File: src/hdl/rcwt_defs.svh
// Register indexes, field positions, reset values and timing counts of the cycle timer
`ifndef RCWT_DEFS_SVH
`define RCWT_DEFS_SVH

// Configuration register indexes
`define RCWT_IDX_ROM_CFG2 8'h51
`define RCWT_IDX_CMD_DLY 8'h60
`define RCWT_IDX_IO_WAIT 8'h61
`define RCWT_IDX_MEM_WAIT1 8'h62
`define RCWT_IDX_WAIT_CTL 8'h63
`define RCWT_IDX_MISC5 8'hb3
`define RCWT_IDX_ROM_CFG3 8'hb8
`define RCWT_IDX_MEM_WAIT2 8'h66

// Reset value shared by every register; fast ROM modes start disabled
`define RCWT_REG_RESET 8'h00

// Field positions
`define RCWT_CMD_ISA_HALF 2
`define RCWT_CMD_BIOS_HI 7
`define RCWT_CMD_BIOS_LO 4
`define RCWT_MW2_DOS_FOLLOW 6
`define RCWT_MW2_DOS_HALF 2
`define RCWT_WCTL_IO16 2
`define RCWT_WCTL_IOINT 3
`define RCWT_MISC5_DECODE 2
`define RCWT_MISC5_FAST 6
`define RCWT_ROM3_DECODE 4
`define RCWT_ROM3_FAST 7

// Timing: fast clock and low-speed ROM/ISA bus rate in kHz
`define RCWT_CLK_KHZ 50000
`define RCWT_SLOW_BUS_KHZ 9200
// Core clocks per bus half period, rounded up so the bus never runs fast
`define RCWT_HALF_DIV ((`RCWT_CLK_KHZ + 2 * `RCWT_SLOW_BUS_KHZ - 1) / (2 * `RCWT_SLOW_BUS_KHZ))
// Address phase length in half bus clocks
`define RCWT_ADDR_HALVES 4'd2

`endif

File: src/hdl/rcwt_pkg.sv
// Types and shared decode functions of the cycle timer
package rcwt_pkg;

  // Which decode target a memory cycle hits
  typedef enum logic [1:0] {TGT_ISA, TGT_DOS, TGT_BIOS} rcwt_tgt_t;

  // Cycle sequencer states
  typedef enum logic [1:0] {S_IDLE, S_ARM, S_RUN} rcwt_state_t;

  // Fast ROM select wait code: 00 gives 4 down to 11 giving 1
  function automatic logic [2:0] rcwt_fast_waits(input logic [1:0] code);
    rcwt_fast_waits = 3'd4 - {1'b0, code};
  endfunction

  // Two-bit code that adds to a base count
  function automatic logic [2:0] rcwt_code_plus(input logic [1:0] code, input logic [2:0] base);
    rcwt_code_plus = {1'b0, code} + base;
  endfunction

endpackage

File: src/hdl/rcwt_tim_if.sv
// Carrier between the cycle sequencer and its timing selector
`timescale 1ns/1ps
interface rcwt_tim_if;
  import rcwt_pkg::*;
  logic [7:0] cmd_dly;
  logic [7:0] io_wait;
  logic [7:0] mem_wait1;
  logic [7:0] mem_wait2;
  logic [7:0] wait_ctl;
  logic [7:0] misc5;
  logic [7:0] rom_cfg3;
  logic is_io;
  logic wide;
  logic paged;
  logic [9:0] io_addr;
  rcwt_tgt_t tgt;
  logic [2:0] dly_halves;
  logic [2:0] waits;
  logic fast;
  modport seq (output cmd_dly, io_wait, mem_wait1, mem_wait2, wait_ctl, misc5, rom_cfg3,
               is_io, wide, paged, io_addr, tgt, input dly_halves, waits, fast);
  modport sel (input cmd_dly, io_wait, mem_wait1, mem_wait2, wait_ctl, misc5, rom_cfg3,
               is_io, wide, paged, io_addr, tgt, output dly_halves, waits, fast);
endinterface

File: src/hdl/rcwt_cycle_timer.sv
// ROM and ISA cycle sequencer with command delay and wait-state timing
`timescale 1ns/1ps
`include "rcwt_defs.svh"
module rcwt_cycle_timer #(
  parameter int HALF_DIV = `RCWT_HALF_DIV
) (
  input logic i_clk,
  input logic i_rstn,
  input logic i_cfg_wr,
  input logic [7:0] i_cfg_index,
  input logic [7:0] i_cfg_wdata,
  output logic [7:0] o_cfg_rdata,
  input logic i_req,
  input logic i_is_io,
  input logic i_wide,
  input logic i_paged,
  input logic [9:0] i_io_addr,
  input rcwt_pkg::rcwt_tgt_t i_tgt,
  input logic i_cpu_clk_stop,
  input logic i_max_isa,
  output logic o_busy,
  output logic o_done,
  output logic o_bus_clk,
  output logic o_addr_en,
  output logic o_bale,
  output logic o_cmd_n,
  output logic o_bios_rom_select_n,
  output logic o_dos_rom_select_n
);
  import rcwt_pkg::*;

  logic [7:0] rom_config_two_reg;
  logic [7:0] command_delay_ctl_reg;
  logic [7:0] io_wait_select_reg;
  logic [7:0] memory_wait_select_one_reg;
  logic [7:0] memory_wait_select_two_reg;
  logic [7:0] wait_control_reg;
  logic [7:0] misc_five_ctl_reg;
  logic [7:0] rom_config_three_reg;
  logic [3:0] div_reg;
  logic half_tick;
  logic step;
  logic stop_m_reg, stop_s_reg, max_m_reg, max_s_reg;
  rcwt_state_t state_reg;
  logic [3:0] h_reg;
  logic [3:0] start_reg;
  logic [3:0] end_reg;
  logic [2:0] dly_reg;
  logic [2:0] ws_reg;
  logic fast_reg;
  logic maxisa_reg;
  rcwt_tgt_t tgt_reg;
  logic io_reg;
  logic cmd_on;
  logic run_addr;

  rcwt_tim_if tif ();

  // Configuration and pending request feed the selector
  assign tif.cmd_dly = command_delay_ctl_reg;
  assign tif.io_wait = io_wait_select_reg;
  assign tif.mem_wait1 = memory_wait_select_one_reg;
  assign tif.mem_wait2 = memory_wait_select_two_reg;
  assign tif.wait_ctl = wait_control_reg;
  assign tif.misc5 = misc_five_ctl_reg;
  assign tif.rom_cfg3 = rom_config_three_reg;
  assign tif.is_io = i_is_io;
  assign tif.wide = i_wide;
  assign tif.paged = i_paged;
  assign tif.io_addr = i_io_addr;
  assign tif.tgt = i_tgt;

  rcwt_timing u_timing (
    .t (tif.sel)
  );

  // Indexed configuration writes; bit 1 of ROM config two is held for software
  always_ff @(posedge i_clk or negedge i_rstn) begin
    if (!i_rstn) begin
      rom_config_two_reg <= `RCWT_REG_RESET;
      command_delay_ctl_reg <= `RCWT_REG_RESET;
      io_wait_select_reg <= `RCWT_REG_RESET;
      memory_wait_select_one_reg <= `RCWT_REG_RESET;
      memory_wait_select_two_reg <= `RCWT_REG_RESET;
      wait_control_reg <= `RCWT_REG_RESET;
      misc_five_ctl_reg <= `RCWT_REG_RESET;
      rom_config_three_reg <= `RCWT_REG_RESET;
    end else if (i_cfg_wr) begin
      case (i_cfg_index)
        `RCWT_IDX_ROM_CFG2: rom_config_two_reg <= i_cfg_wdata;
        `RCWT_IDX_CMD_DLY: command_delay_ctl_reg <= i_cfg_wdata;
        `RCWT_IDX_IO_WAIT: io_wait_select_reg <= i_cfg_wdata;
        `RCWT_IDX_MEM_WAIT1: memory_wait_select_one_reg <= i_cfg_wdata;
        `RCWT_IDX_MEM_WAIT2: memory_wait_select_two_reg <= i_cfg_wdata;
        `RCWT_IDX_WAIT_CTL: wait_control_reg <= i_cfg_wdata;
        `RCWT_IDX_MISC5: misc_five_ctl_reg <= i_cfg_wdata;
        `RCWT_IDX_ROM_CFG3: rom_config_three_reg <= i_cfg_wdata;
        default: ;
      endcase
    end
  end

  // Read data follows the index one clock later; unknown indexes read zero
  always_ff @(posedge i_clk or negedge i_rstn) begin
    if (!i_rstn) begin
      o_cfg_rdata <= 8'h00;
    end else begin
      case (i_cfg_index)
        `RCWT_IDX_ROM_CFG2: o_cfg_rdata <= rom_config_two_reg;
        `RCWT_IDX_CMD_DLY: o_cfg_rdata <= command_delay_ctl_reg;
        `RCWT_IDX_IO_WAIT: o_cfg_rdata <= io_wait_select_reg;
        `RCWT_IDX_MEM_WAIT1: o_cfg_rdata <= memory_wait_select_one_reg;
        `RCWT_IDX_MEM_WAIT2: o_cfg_rdata <= memory_wait_select_two_reg;
        `RCWT_IDX_WAIT_CTL: o_cfg_rdata <= wait_control_reg;
        `RCWT_IDX_MISC5: o_cfg_rdata <= misc_five_ctl_reg;
        `RCWT_IDX_ROM_CFG3: o_cfg_rdata <= rom_config_three_reg;
        default: o_cfg_rdata <= 8'h00;
      endcase
    end
  end

  // Pin levels cross in through two flops each
  always_ff @(posedge i_clk or negedge i_rstn) begin
    if (!i_rstn) begin
      stop_m_reg <= 1'b0;
      stop_s_reg <= 1'b0;
      max_m_reg <= 1'b0;
      max_s_reg <= 1'b0;
    end else begin
      stop_m_reg <= i_cpu_clk_stop;
      stop_s_reg <= stop_m_reg;
      max_m_reg <= i_max_isa;
      max_s_reg <= max_m_reg;
    end
  end

  // Low-speed bus half period divider; the bus clock toggles on each half tick
  assign half_tick = (div_reg == 4'(HALF_DIV - 1));
  always_ff @(posedge i_clk or negedge i_rstn) begin
    if (!i_rstn) begin
      div_reg <= 4'd0;
      o_bus_clk <= 1'b0;
    end else if (half_tick) begin
      div_reg <= 4'd0;
      o_bus_clk <= ~o_bus_clk;
    end else begin
      div_reg <= div_reg + 4'd1;
    end
  end

  // Fast ROM cycles advance every core clock, others every bus half period
  assign step = fast_reg ? 1'b1 : half_tick;

  // Cycle sequencer; position counts steps from the address phase, half bus clocks on slow cycles and core clocks on fast ones
  always_ff @(posedge i_clk or negedge i_rstn) begin
    if (!i_rstn) begin
      state_reg <= S_IDLE;
      h_reg <= 4'd0;
      start_reg <= 4'd0;
      end_reg <= 4'd0;
      dly_reg <= 3'd0;
      ws_reg <= 3'd0;
      fast_reg <= 1'b0;
      maxisa_reg <= 1'b0;
      tgt_reg <= TGT_ISA;
      io_reg <= 1'b0;
      o_done <= 1'b0;
    end else begin
      o_done <= 1'b0;
      case (state_reg)
        S_IDLE: begin
          // A stopped CPU clock refuses new cycles
          if (i_req && !stop_s_reg) begin
            dly_reg <= tif.dly_halves;
            ws_reg <= tif.waits;
            fast_reg <= tif.fast;
            maxisa_reg <= max_s_reg;
            tgt_reg <= i_tgt;
            io_reg <= i_is_io;
            start_reg <= `RCWT_ADDR_HALVES + {1'b0, tif.dly_halves};
            end_reg <= 4'd4 + {tif.waits, 1'b0};
            state_reg <= S_ARM;
          end
        end
        S_ARM: begin
          // Slow cycles start on a rising bus clock so half steps hit falling edges
          if (fast_reg || (half_tick && !o_bus_clk)) begin
            h_reg <= 4'd0;
            state_reg <= S_RUN;
          end
        end
        S_RUN: begin
          if (step) begin
            if (h_reg == end_reg - 4'd1) begin
              state_reg <= S_IDLE;
              o_done <= 1'b1;
            end else begin
              h_reg <= h_reg + 4'd1;
            end
          end
        end
        default: state_reg <= S_IDLE;
      endcase
    end
  end

  // Command window: opens after the delay, closes at the wait-state end
  assign cmd_on = (state_reg == S_RUN) && (h_reg >= start_reg) && (h_reg < end_reg);
  assign run_addr = (state_reg == S_RUN) && (h_reg == 4'd0);

  // Registered bus outputs; selects either gate with the command or decode only
  always_ff @(posedge i_clk or negedge i_rstn) begin
    if (!i_rstn) begin
      o_busy <= 1'b0;
      o_addr_en <= 1'b0;
      o_bale <= 1'b0;
      o_cmd_n <= 1'b1;
      o_bios_rom_select_n <= 1'b1;
      o_dos_rom_select_n <= 1'b1;
    end else begin
      o_busy <= (state_reg != S_IDLE);
      o_addr_en <= (state_reg == S_RUN);
      o_bale <= run_addr && !(fast_reg && maxisa_reg);
      o_cmd_n <= !cmd_on;
      o_bios_rom_select_n <= stop_s_reg || !((state_reg == S_RUN) && !io_reg &&
                             tgt_reg == TGT_BIOS &&
                             (cmd_on || misc_five_ctl_reg[`RCWT_MISC5_DECODE]));
      o_dos_rom_select_n <= stop_s_reg || !((state_reg == S_RUN) && !io_reg &&
                            tgt_reg == TGT_DOS &&
                            (cmd_on || rom_config_three_reg[`RCWT_ROM3_DECODE]));
    end
  end

  logic accept;
  assign accept = (state_reg == S_IDLE) && i_req && !stop_s_reg;
endmodule

File: src/hdl/rcwt_timing.sv
// Selects command delay, wait states and clock speed for the pending cycle
`timescale 1ns/1ps
`include "rcwt_defs.svh"
module rcwt_timing (
  rcwt_tim_if.sel t
);
  import rcwt_pkg::*;

  // Delay in half bus clocks and wait states by cycle class
  always_comb begin
    logic [2:0] isa_ws;
    isa_ws = rcwt_code_plus(t.mem_wait1[1:0], 3'd2);
    t.dly_halves = 3'd1;
    t.waits = isa_ws;
    t.fast = 1'b0;
    if (t.is_io) begin
      if (t.wide) begin
        t.dly_halves = 3'd1;
        t.waits = t.wait_ctl[`RCWT_WCTL_IO16] ? 3'd4 : 3'd3;
      end else if (t.io_addr < 10'h100) begin
        t.dly_halves = 3'd1;
        t.waits = t.wait_ctl[`RCWT_WCTL_IOINT] ? 3'd4 : 3'd2;
      end else begin
        // 00 half clock, 01 one clock, 1x two clocks
        case (t.cmd_dly[1:0])
          2'b00: t.dly_halves = 3'd1;
          2'b01: t.dly_halves = 3'd2;
          default: t.dly_halves = 3'd4;
        endcase
        if (t.io_addr[9:3] == 7'h7e) begin
          t.waits = rcwt_code_plus(t.io_wait[1:0], 3'd2);
        end else if (t.io_addr[9:3] == 7'h3e) begin
          t.waits = rcwt_code_plus(t.io_wait[3:2], 3'd2);
        end else begin
          t.waits = rcwt_code_plus(t.io_wait[5:4], 3'd2);
        end
      end
    end else if (t.wide) begin
      t.dly_halves = 3'd0;
      t.waits = rcwt_code_plus(t.mem_wait1[3:2], 3'd1);
    end else begin
      case (t.tgt)
        TGT_ISA: begin
          t.dly_halves = t.cmd_dly[`RCWT_CMD_ISA_HALF] ? 3'd1 : 3'd2;
          t.waits = isa_ws;
        end
        TGT_BIOS: begin
          t.dly_halves = 3'd1;
          if (t.paged) begin
            t.waits = isa_ws;
          end else begin
            t.waits = (t.cmd_dly[`RCWT_CMD_BIOS_HI] | t.cmd_dly[`RCWT_CMD_BIOS_LO]) ?
                      3'd3 : 3'd2;
          end
        end
        TGT_DOS: begin
          // Follow the ISA delay, or choose half or none locally
          if (t.mem_wait2[`RCWT_MW2_DOS_FOLLOW]) begin
            t.dly_halves = t.cmd_dly[`RCWT_CMD_ISA_HALF] ? 3'd1 : 3'd2;
          end else begin
            t.dly_halves = t.mem_wait2[`RCWT_MW2_DOS_HALF] ? 3'd1 : 3'd0;
          end
          if (t.mem_wait2[2:0] >= 3'd1 && t.mem_wait2[2:0] <= 3'd4) begin
            t.waits = t.mem_wait2[2:0];
          end else begin
            t.waits = isa_ws;
          end
        end
        default: begin
          t.dly_halves = 3'd1;
          t.waits = isa_ws;
        end
      endcase
    end
    // Fast ROM selects override the wait count and run on the core clock
    if (!t.is_io && t.tgt == TGT_BIOS && t.misc5[`RCWT_MISC5_FAST]) begin
      t.fast = 1'b1;
      t.waits = rcwt_fast_waits(t.misc5[5:4]);
    end else if (!t.is_io && t.tgt == TGT_DOS && t.rom_cfg3[`RCWT_ROM3_FAST]) begin
      t.fast = 1'b1;
      t.waits = rcwt_fast_waits(t.rom_cfg3[6:5]);
    end
  end

endmodule

File: config.mk
export PLATFORM = sky130hd
export DESIGN_NAME = rcwt_cycle_timer
export DESIGN_NICKNAME = d
export VERILOG_FILES = /design/src/hdl/rcwt_pkg.sv /design/src/hdl/rcwt_tim_if.sv /design/src/hdl/rcwt_cycle_timer.sv /design/src/hdl/rcwt_timing.sv
export VERILOG_INCLUDE_DIRS = /design/src /design/src/hdl
export SDC_FILE = /design/constraint.sdc
export NUM_CORES = 1
export LEC_CHECK = 0
export BUFFER_PORTS_ARGS = -buffer_cell sky130_fd_sc_hd__buf_2
export CAP_MARGIN = 15
export CORE_MARGIN = 2
export CORE_UTILIZATION = 53
export DETAILED_ROUTE_END_ITERATION = 8
export PLACE_DENSITY = 0.76
export SLEW_MARGIN = 20
export SYNTH_ARGS = -nofsm -noshare
export SYNTH_HDL_FRONTEND = slang
export SYNTH_SLANG_ARGS = --single-unit
File: constraint.sdc
create_clock -name i_clk -period 1.8 [get_ports i_clk]
set_input_delay 0.09 -clock i_clk [delete_from_list [all_inputs] [get_ports i_clk]]
set_output_delay 0.09 -clock i_clk [all_outputs]
set_load 0.02 [all_outputs]
== Word level (Yosys, flattened, before mapping) ==
Index checks and enable logic that the tools add are counted.
Storage, ports and cells
  output and inout port bits: 16
  bits in registers: 107
  input port bits: 37
  logic and storage cells: 160
Cells by class
  order comparisons: 5
  eq/ne operators: 24
  multiplexer cells: 40
  add/sub/neg operators: 12
  reduce and logical (&&, ||, !) cells: 47
  bitwise operators: 2
Operators by type and width (count)
  $pmux 8 s8: 1
  $mux 3: 17
  $eq 8x7->1 const B: 6
  $pmux 3 s2: 3
  $reduce_and 2->1: 9
  $logic_and 1x1->1: 17
  $eq 8x8->1 const B: 2
  $mux 4: 4
  $add 2x2->3 const B: 4
  $lt 10x9->1 const B: 1
  $mux 2: 5
  $ne 2x2->1 const B: 5
  $add 4x1->4 const B: 2
  $eq 2x1->1 const B: 4
  $logic_not 1->1: 8
  $mux 1: 8
  $pmux 4 s2: 1
  $reduce_and 4->1: 2
  $eq 7x6->1 const B: 1
  $eq 7x7->1 const B: 1
  $eq 2x2->1 const B: 3
  $logic_not 2->1: 3
  $pmux 2 s3: 1
  $sub 3x2->3 const A: 2
  15 further kinds: 20

== Longest topological paths before layout ==
  depth in word-level cells: 9
  gate-level depth with buffers: 10
  mapped depth without buffers: 9

== Modules after synthesis ==
A second synthesis with hierarchy kept.
Unflattened totals
  cell total of the unflattened synthesis: 460
  area, all modules: 5382.7 um^2
By module, submodules not included
  rcwt_cycle_timer: area an instance 4812.1 um^2, seq. area each 2656.3 um^2, cells each 373, instances 1
  rcwt_timing: area an instance 570.5 um^2, seq. area each 0.0 um^2, cells each 87, instances 1

== Worst setup path after synthesis ==
OpenSTA, ideal clock, no wires.
  kind: register -> register
  start: reg end_reg[1]
  end: reg h_reg[3]
  data arrival time: 1.824 ns
  cell stages (with the launch flop): 9
  path buffers: 0
  path slack: -0.147 ns
  period minus slack after synthesis: 1.947 ns
  data required time: 1.677 ns
  library setup time: 0.123 ns
  path through: dfrtp_1 -> inv_1 -> ha_1 -> xor3_1 -> or4_1 -> nor2b_1 -> nand4_1 -> xor2_1 -> nor2_1
On the way
  longest elaborated chain between the ends: 4
RTL lines
  start, declared: line rcwt_cycle_timer.sv:47  | logic [3:0] end_reg;
  start signal, assigned: line rcwt_cycle_timer.sv:181  | end_reg <= 4'd4 + {tif.waits, 1'b0};
  $sub 4x1->4: line rcwt_cycle_timer.sv:194  | if (h_reg == end_reg - 4'd1) begin
  $eq 4x4->1: line rcwt_cycle_timer.sv:194
  $ne 2x2->1 (no source line)
  $reduce_and 4->1 (no source line)
  end signal, assigned: line rcwt_cycle_timer.sv:198  | h_reg <= h_reg + 4'd1;
  end, declared: line rcwt_cycle_timer.sv:45  | logic [3:0] h_reg;
No other way between the ends.
A chain may end at the register's enable or synchronous reset.

== Final worst setup path ==
  start: reg end_reg[2]
  end: reg h_reg[3]
Same word-level chain as after synthesis.

==> metrics.md <==
| Metric | Value |
|---|---|
| IO Port Bufs | `49` |
| Top_reg_cell synth | `dfrtp_1` |
| Worst-path clk slew | `~0.10 ns` |
| Pwr per Cell Area | `between 900 and 1000 mW/mm^2` |
| Crit path largest cell delay | `about 0.48 ns` |
| Worst EP arrival | `between 2 and 2.5 ns` |
| Cell taking the most area after synthesis | `dfrtp_1` |
| Dpl hpwl | `9.243 mm` |
| Die Wd | `a little over 100 um` |
| Slew Limit Fails | `0` |
| Distinct cells, synth | `59` |
| Async S/R FF share, synth | `100.0%` |
| CORE AREA | `just under 0.01 mm^2` |
| Routed len/inst | `18.52 um` |
| GRT Residual Overflow | `0` |
| Worst path top cell family by delay | `simple AND/OR/NAND/NOR gates` |
| Fin. Hold Viols | `0` |
| CP Capture Type | `flip-flop` |
| Rows | `36` |
| Share of layout cells above drive strength 1 | `39.21%` |
| Final setup fails | `3` |
| # clock sinks | `around 110` |
| Avg Inst Size Synth | `approximately 12 um^2` |
| Layout net count | `just over 600` |
| CP max FO | `5` |
| Fmax | `approximately 530 MHz` |
| Vias in the first global route | `roughly 4,000` |
| Post-Syn Area | `between 0.005 and 0.006 mm^2` |
| Pin count of the biggest net entering global routing | `91` |
| Clock period minus worst slack | `approximately 1.9 ns` |
| Via count | `a little under 4,000` |
| Synth warnings | `0` |
| Drt via density | `approximately 5.7` |
| Clock tree buffer depth | `2` |
| Drt pass-1 iters | `5` |
| Worst-Margin Slew | `0.5582 ns` |
| Clock Tree Root | `clkbuf_8` |
| Total GRT Usage | `25.61%` |
| Seq cells post-synth | `between 100 and 150` |
| Final Cycle Share | `104.4%` |
| Final Util | `between 60 and 70%` |
| RSZ-0062 raised after global routing | `yes` |
| Post-DRT Antenna Nets | `0` |
| Total die area | `0.01065 mm^2` |
| Crit path cell chain | `inv_2 -> ha_4 -> xnor2_2 -> or4_4 -> nor2b_4 -> nand4_1 -> xor2_1 -> nor2_1` |
| DR iter-0 viols | `approximately 250` |
| Outcome | `finished, violations left` |
| Fillers | `roughly 760` |
| Setup ws final | `-0.07910 ns` |
| Pre-CTS setup slack | `-0.1026 ns` |
| Peak VDD IR | `about 0.00065 V` |
| Worst Setup Start Kind | `flip-flop` |
| Die Span Y | `103.2 um` |
| Global-route wire length before repair | `approximately 20 mm` |
| Top Ports | `53` |
| Cts bufs inserted | `9` |
| Top-area cell type share of the netlist area | `between 40% and 50%` |
| Sequential fraction of the synthesis area | `between 50% and 60%` |
| Worst hold slack | `roughly 0.017 ns` |
| Post-Route WL | `12.76 mm` |
| Total of max-cap violations | `0` |
| Worst-Skew Late Latency | `approximately 0.4 ns` |
| Worst path bufs/invs | `1` |
| H-tree depth | `3` |
| GPL Wtd Cong | `0.9326` |
| Ranking of synthesized cells by area | `dfrtp_1, mux2_2, ha_1` |
| Violated checks | `setup timing` |
| CP Class | `flip-flop to flip-flop` |
| Clk_skew | `0.01447 ns` |
| Diode count | `0` |
| Worst hold path type | `primary input to flip-flop` |
| Worst R2R Setup Slack | `-0.08 ns` |
| CP max stage cell | `or4_4` |
| CTS tree | `done` |
| Starting Density | `approximately 54%` |
| CP Data Required Time | `between 2 and 2.5 ns` |
| DRC viols | `0` |
| Initial antenna violation count | `0` |
| Area delta synth->final | `21.46%` |
| Mapped Nets | `503` |
| Mapped Cells | `roughly 450` |
| Slew HR | `between 60 and 70%` |
| Leakage power | `around 0.0031 uW` |
| Post-synth EDFFs | `0` |
[kinds of logic after synthesis]
| family | after synthesis | share of synthesized area, % |
|---|---|---|
| buffers and inverters | 36 | 2.686 |
| AO/OA/AOI/OAI | 87 | 11.58 |
| multiplexers | 70 | 15.01 |
| XOR/XNOR | 8 | 1.631 |
| AND/OR/NAND/NOR | 125 | 14.10 |
| flip-flops | 106 | 50.91 |
| adder cells (fa/ha/maj) | 17 | 4.077 |
[what timing repair did]
action / 4_1_cts / 5_1_grt
setup endpoints to repair: 8 / 10
setup buffers: 4 / 6
hold buffers: 5 / 0
pin swaps: 6 / 8
hold endpoints to repair: 107 / 0
gates resized for setup: 14 / 15
[cell usage after synthesis (2+ instances only)]
master / number
nand3_1: 7
o31ai_1: 3
a222oi_1: 7
nand2_1: 38
xor2_1: 3
nor2b_1: 6
o211ai_1: 2
o311ai_0: 3
or3b_2: 2
nor3_1: 2
a21o_1: 2
nand2_2: 2
nand3b_1: 6
mux2_2: 64
nand2b_1: 9
nand4_1: 2
o21ai_0: 26
nor3b_1: 2
mux2i_1: 4
nor3b_4: 2
mux2_1: 2
and4b_1: 2
buf_2: 4
ha_1: 17
or2_2: 2
nand4b_1: 2
nor2_1: 26
nand2_4: 4
o2111ai_1: 3
a21oi_1: 15
xnor2_1: 4
clkbuf_1: 7
dfrtp_1: 103
inv_1: 25
a221oi_1: 8
a22oi_1: 8
dfstp_2: 3
[final timing paths]
check	cells past startpoint	start	to
worst max-delay path	8	end_reg[2]	h_reg[3]
worst min-delay path	2	i_cfg_wdata[5]	rom_config_two_reg[5]
worst max register to register	8	end_reg[2]	h_reg[3]
worst min register to register	0	max_m_reg	max_s_reg
max in group asynchronous	3	i_rstn	end_reg[3]
min in group asynchronous	2	i_rstn	div_reg[1]
[report_power, final]
part	switching [uW]	internal, uW	total (uW)
Sequential	202	2660	2860
Combinational	831	870	1700
Clock	897	678	1580
[through the flow]
step	std cells	total power, uW	TNS (ns)	cell area (um^2)
floorplan	449	3671	-0.2304	5229
global placement	660	4177	-0.2070	5909
detailed placement	660	4256	-0.4124	5909
CTS	684	6004	-0.1298	6250
global route	689	6493	-0.7504	6337
finish	689	6136	-0.1303	6337
[layer usage]
metal / GRT usage [%] / part of all wire, % / vias to the layer above / routed length, um
li1: - / - / 1847 / -
met1: 32.40 / 41 / 1981 / 5186
met2: 42.81 / 52 / 110 / 6608
met3: 6.922 / 5.9 / 20 / 754
met4: 8.704 / 1.7 / 0 / 214
met5: 0 / 0 / - / 0
[cell usage in the layout, fill, tap and decap left out, drive strengths merged, types with 2 or more instances in the layout]
cell / n
nand3b: 6
nand3: 7
a221oi: 8
nand4: 2
nand2: 44
o21ai: 26
dfstp: 3
a222oi: 7
dfrtp: 103
a21o: 2
nor2: 27
nor3b: 4
ha: 17
nor3: 3
mux2i: 4
or3b: 2
xor2: 3
nor4b: 3
a21oi: 15
inv: 30
and4b: 2
a22oi: 8
nand4b: 2
buf: 97
o2111ai: 3
xnor2: 4
nand2b: 9
nor2b: 6
mux2: 66
o31ai: 3
o211ai: 2
dlygate4sd3: 5
o311ai: 3
clkbuf: 10
or2: 2
[cell type report]
class,instances,area [um^2],share of cell area (%)
sequential,106,2658,41.93
multi-input combinational,307,2542,40.12
timing repair buffer,102,670.6,10.58
tap,133,166.4,2.626
clock buffer,10,127.6,2.014
inverter,25,93.84,1.481
clock inverter,6,78.83,1.244
Power figures use the tool's default switching activity.
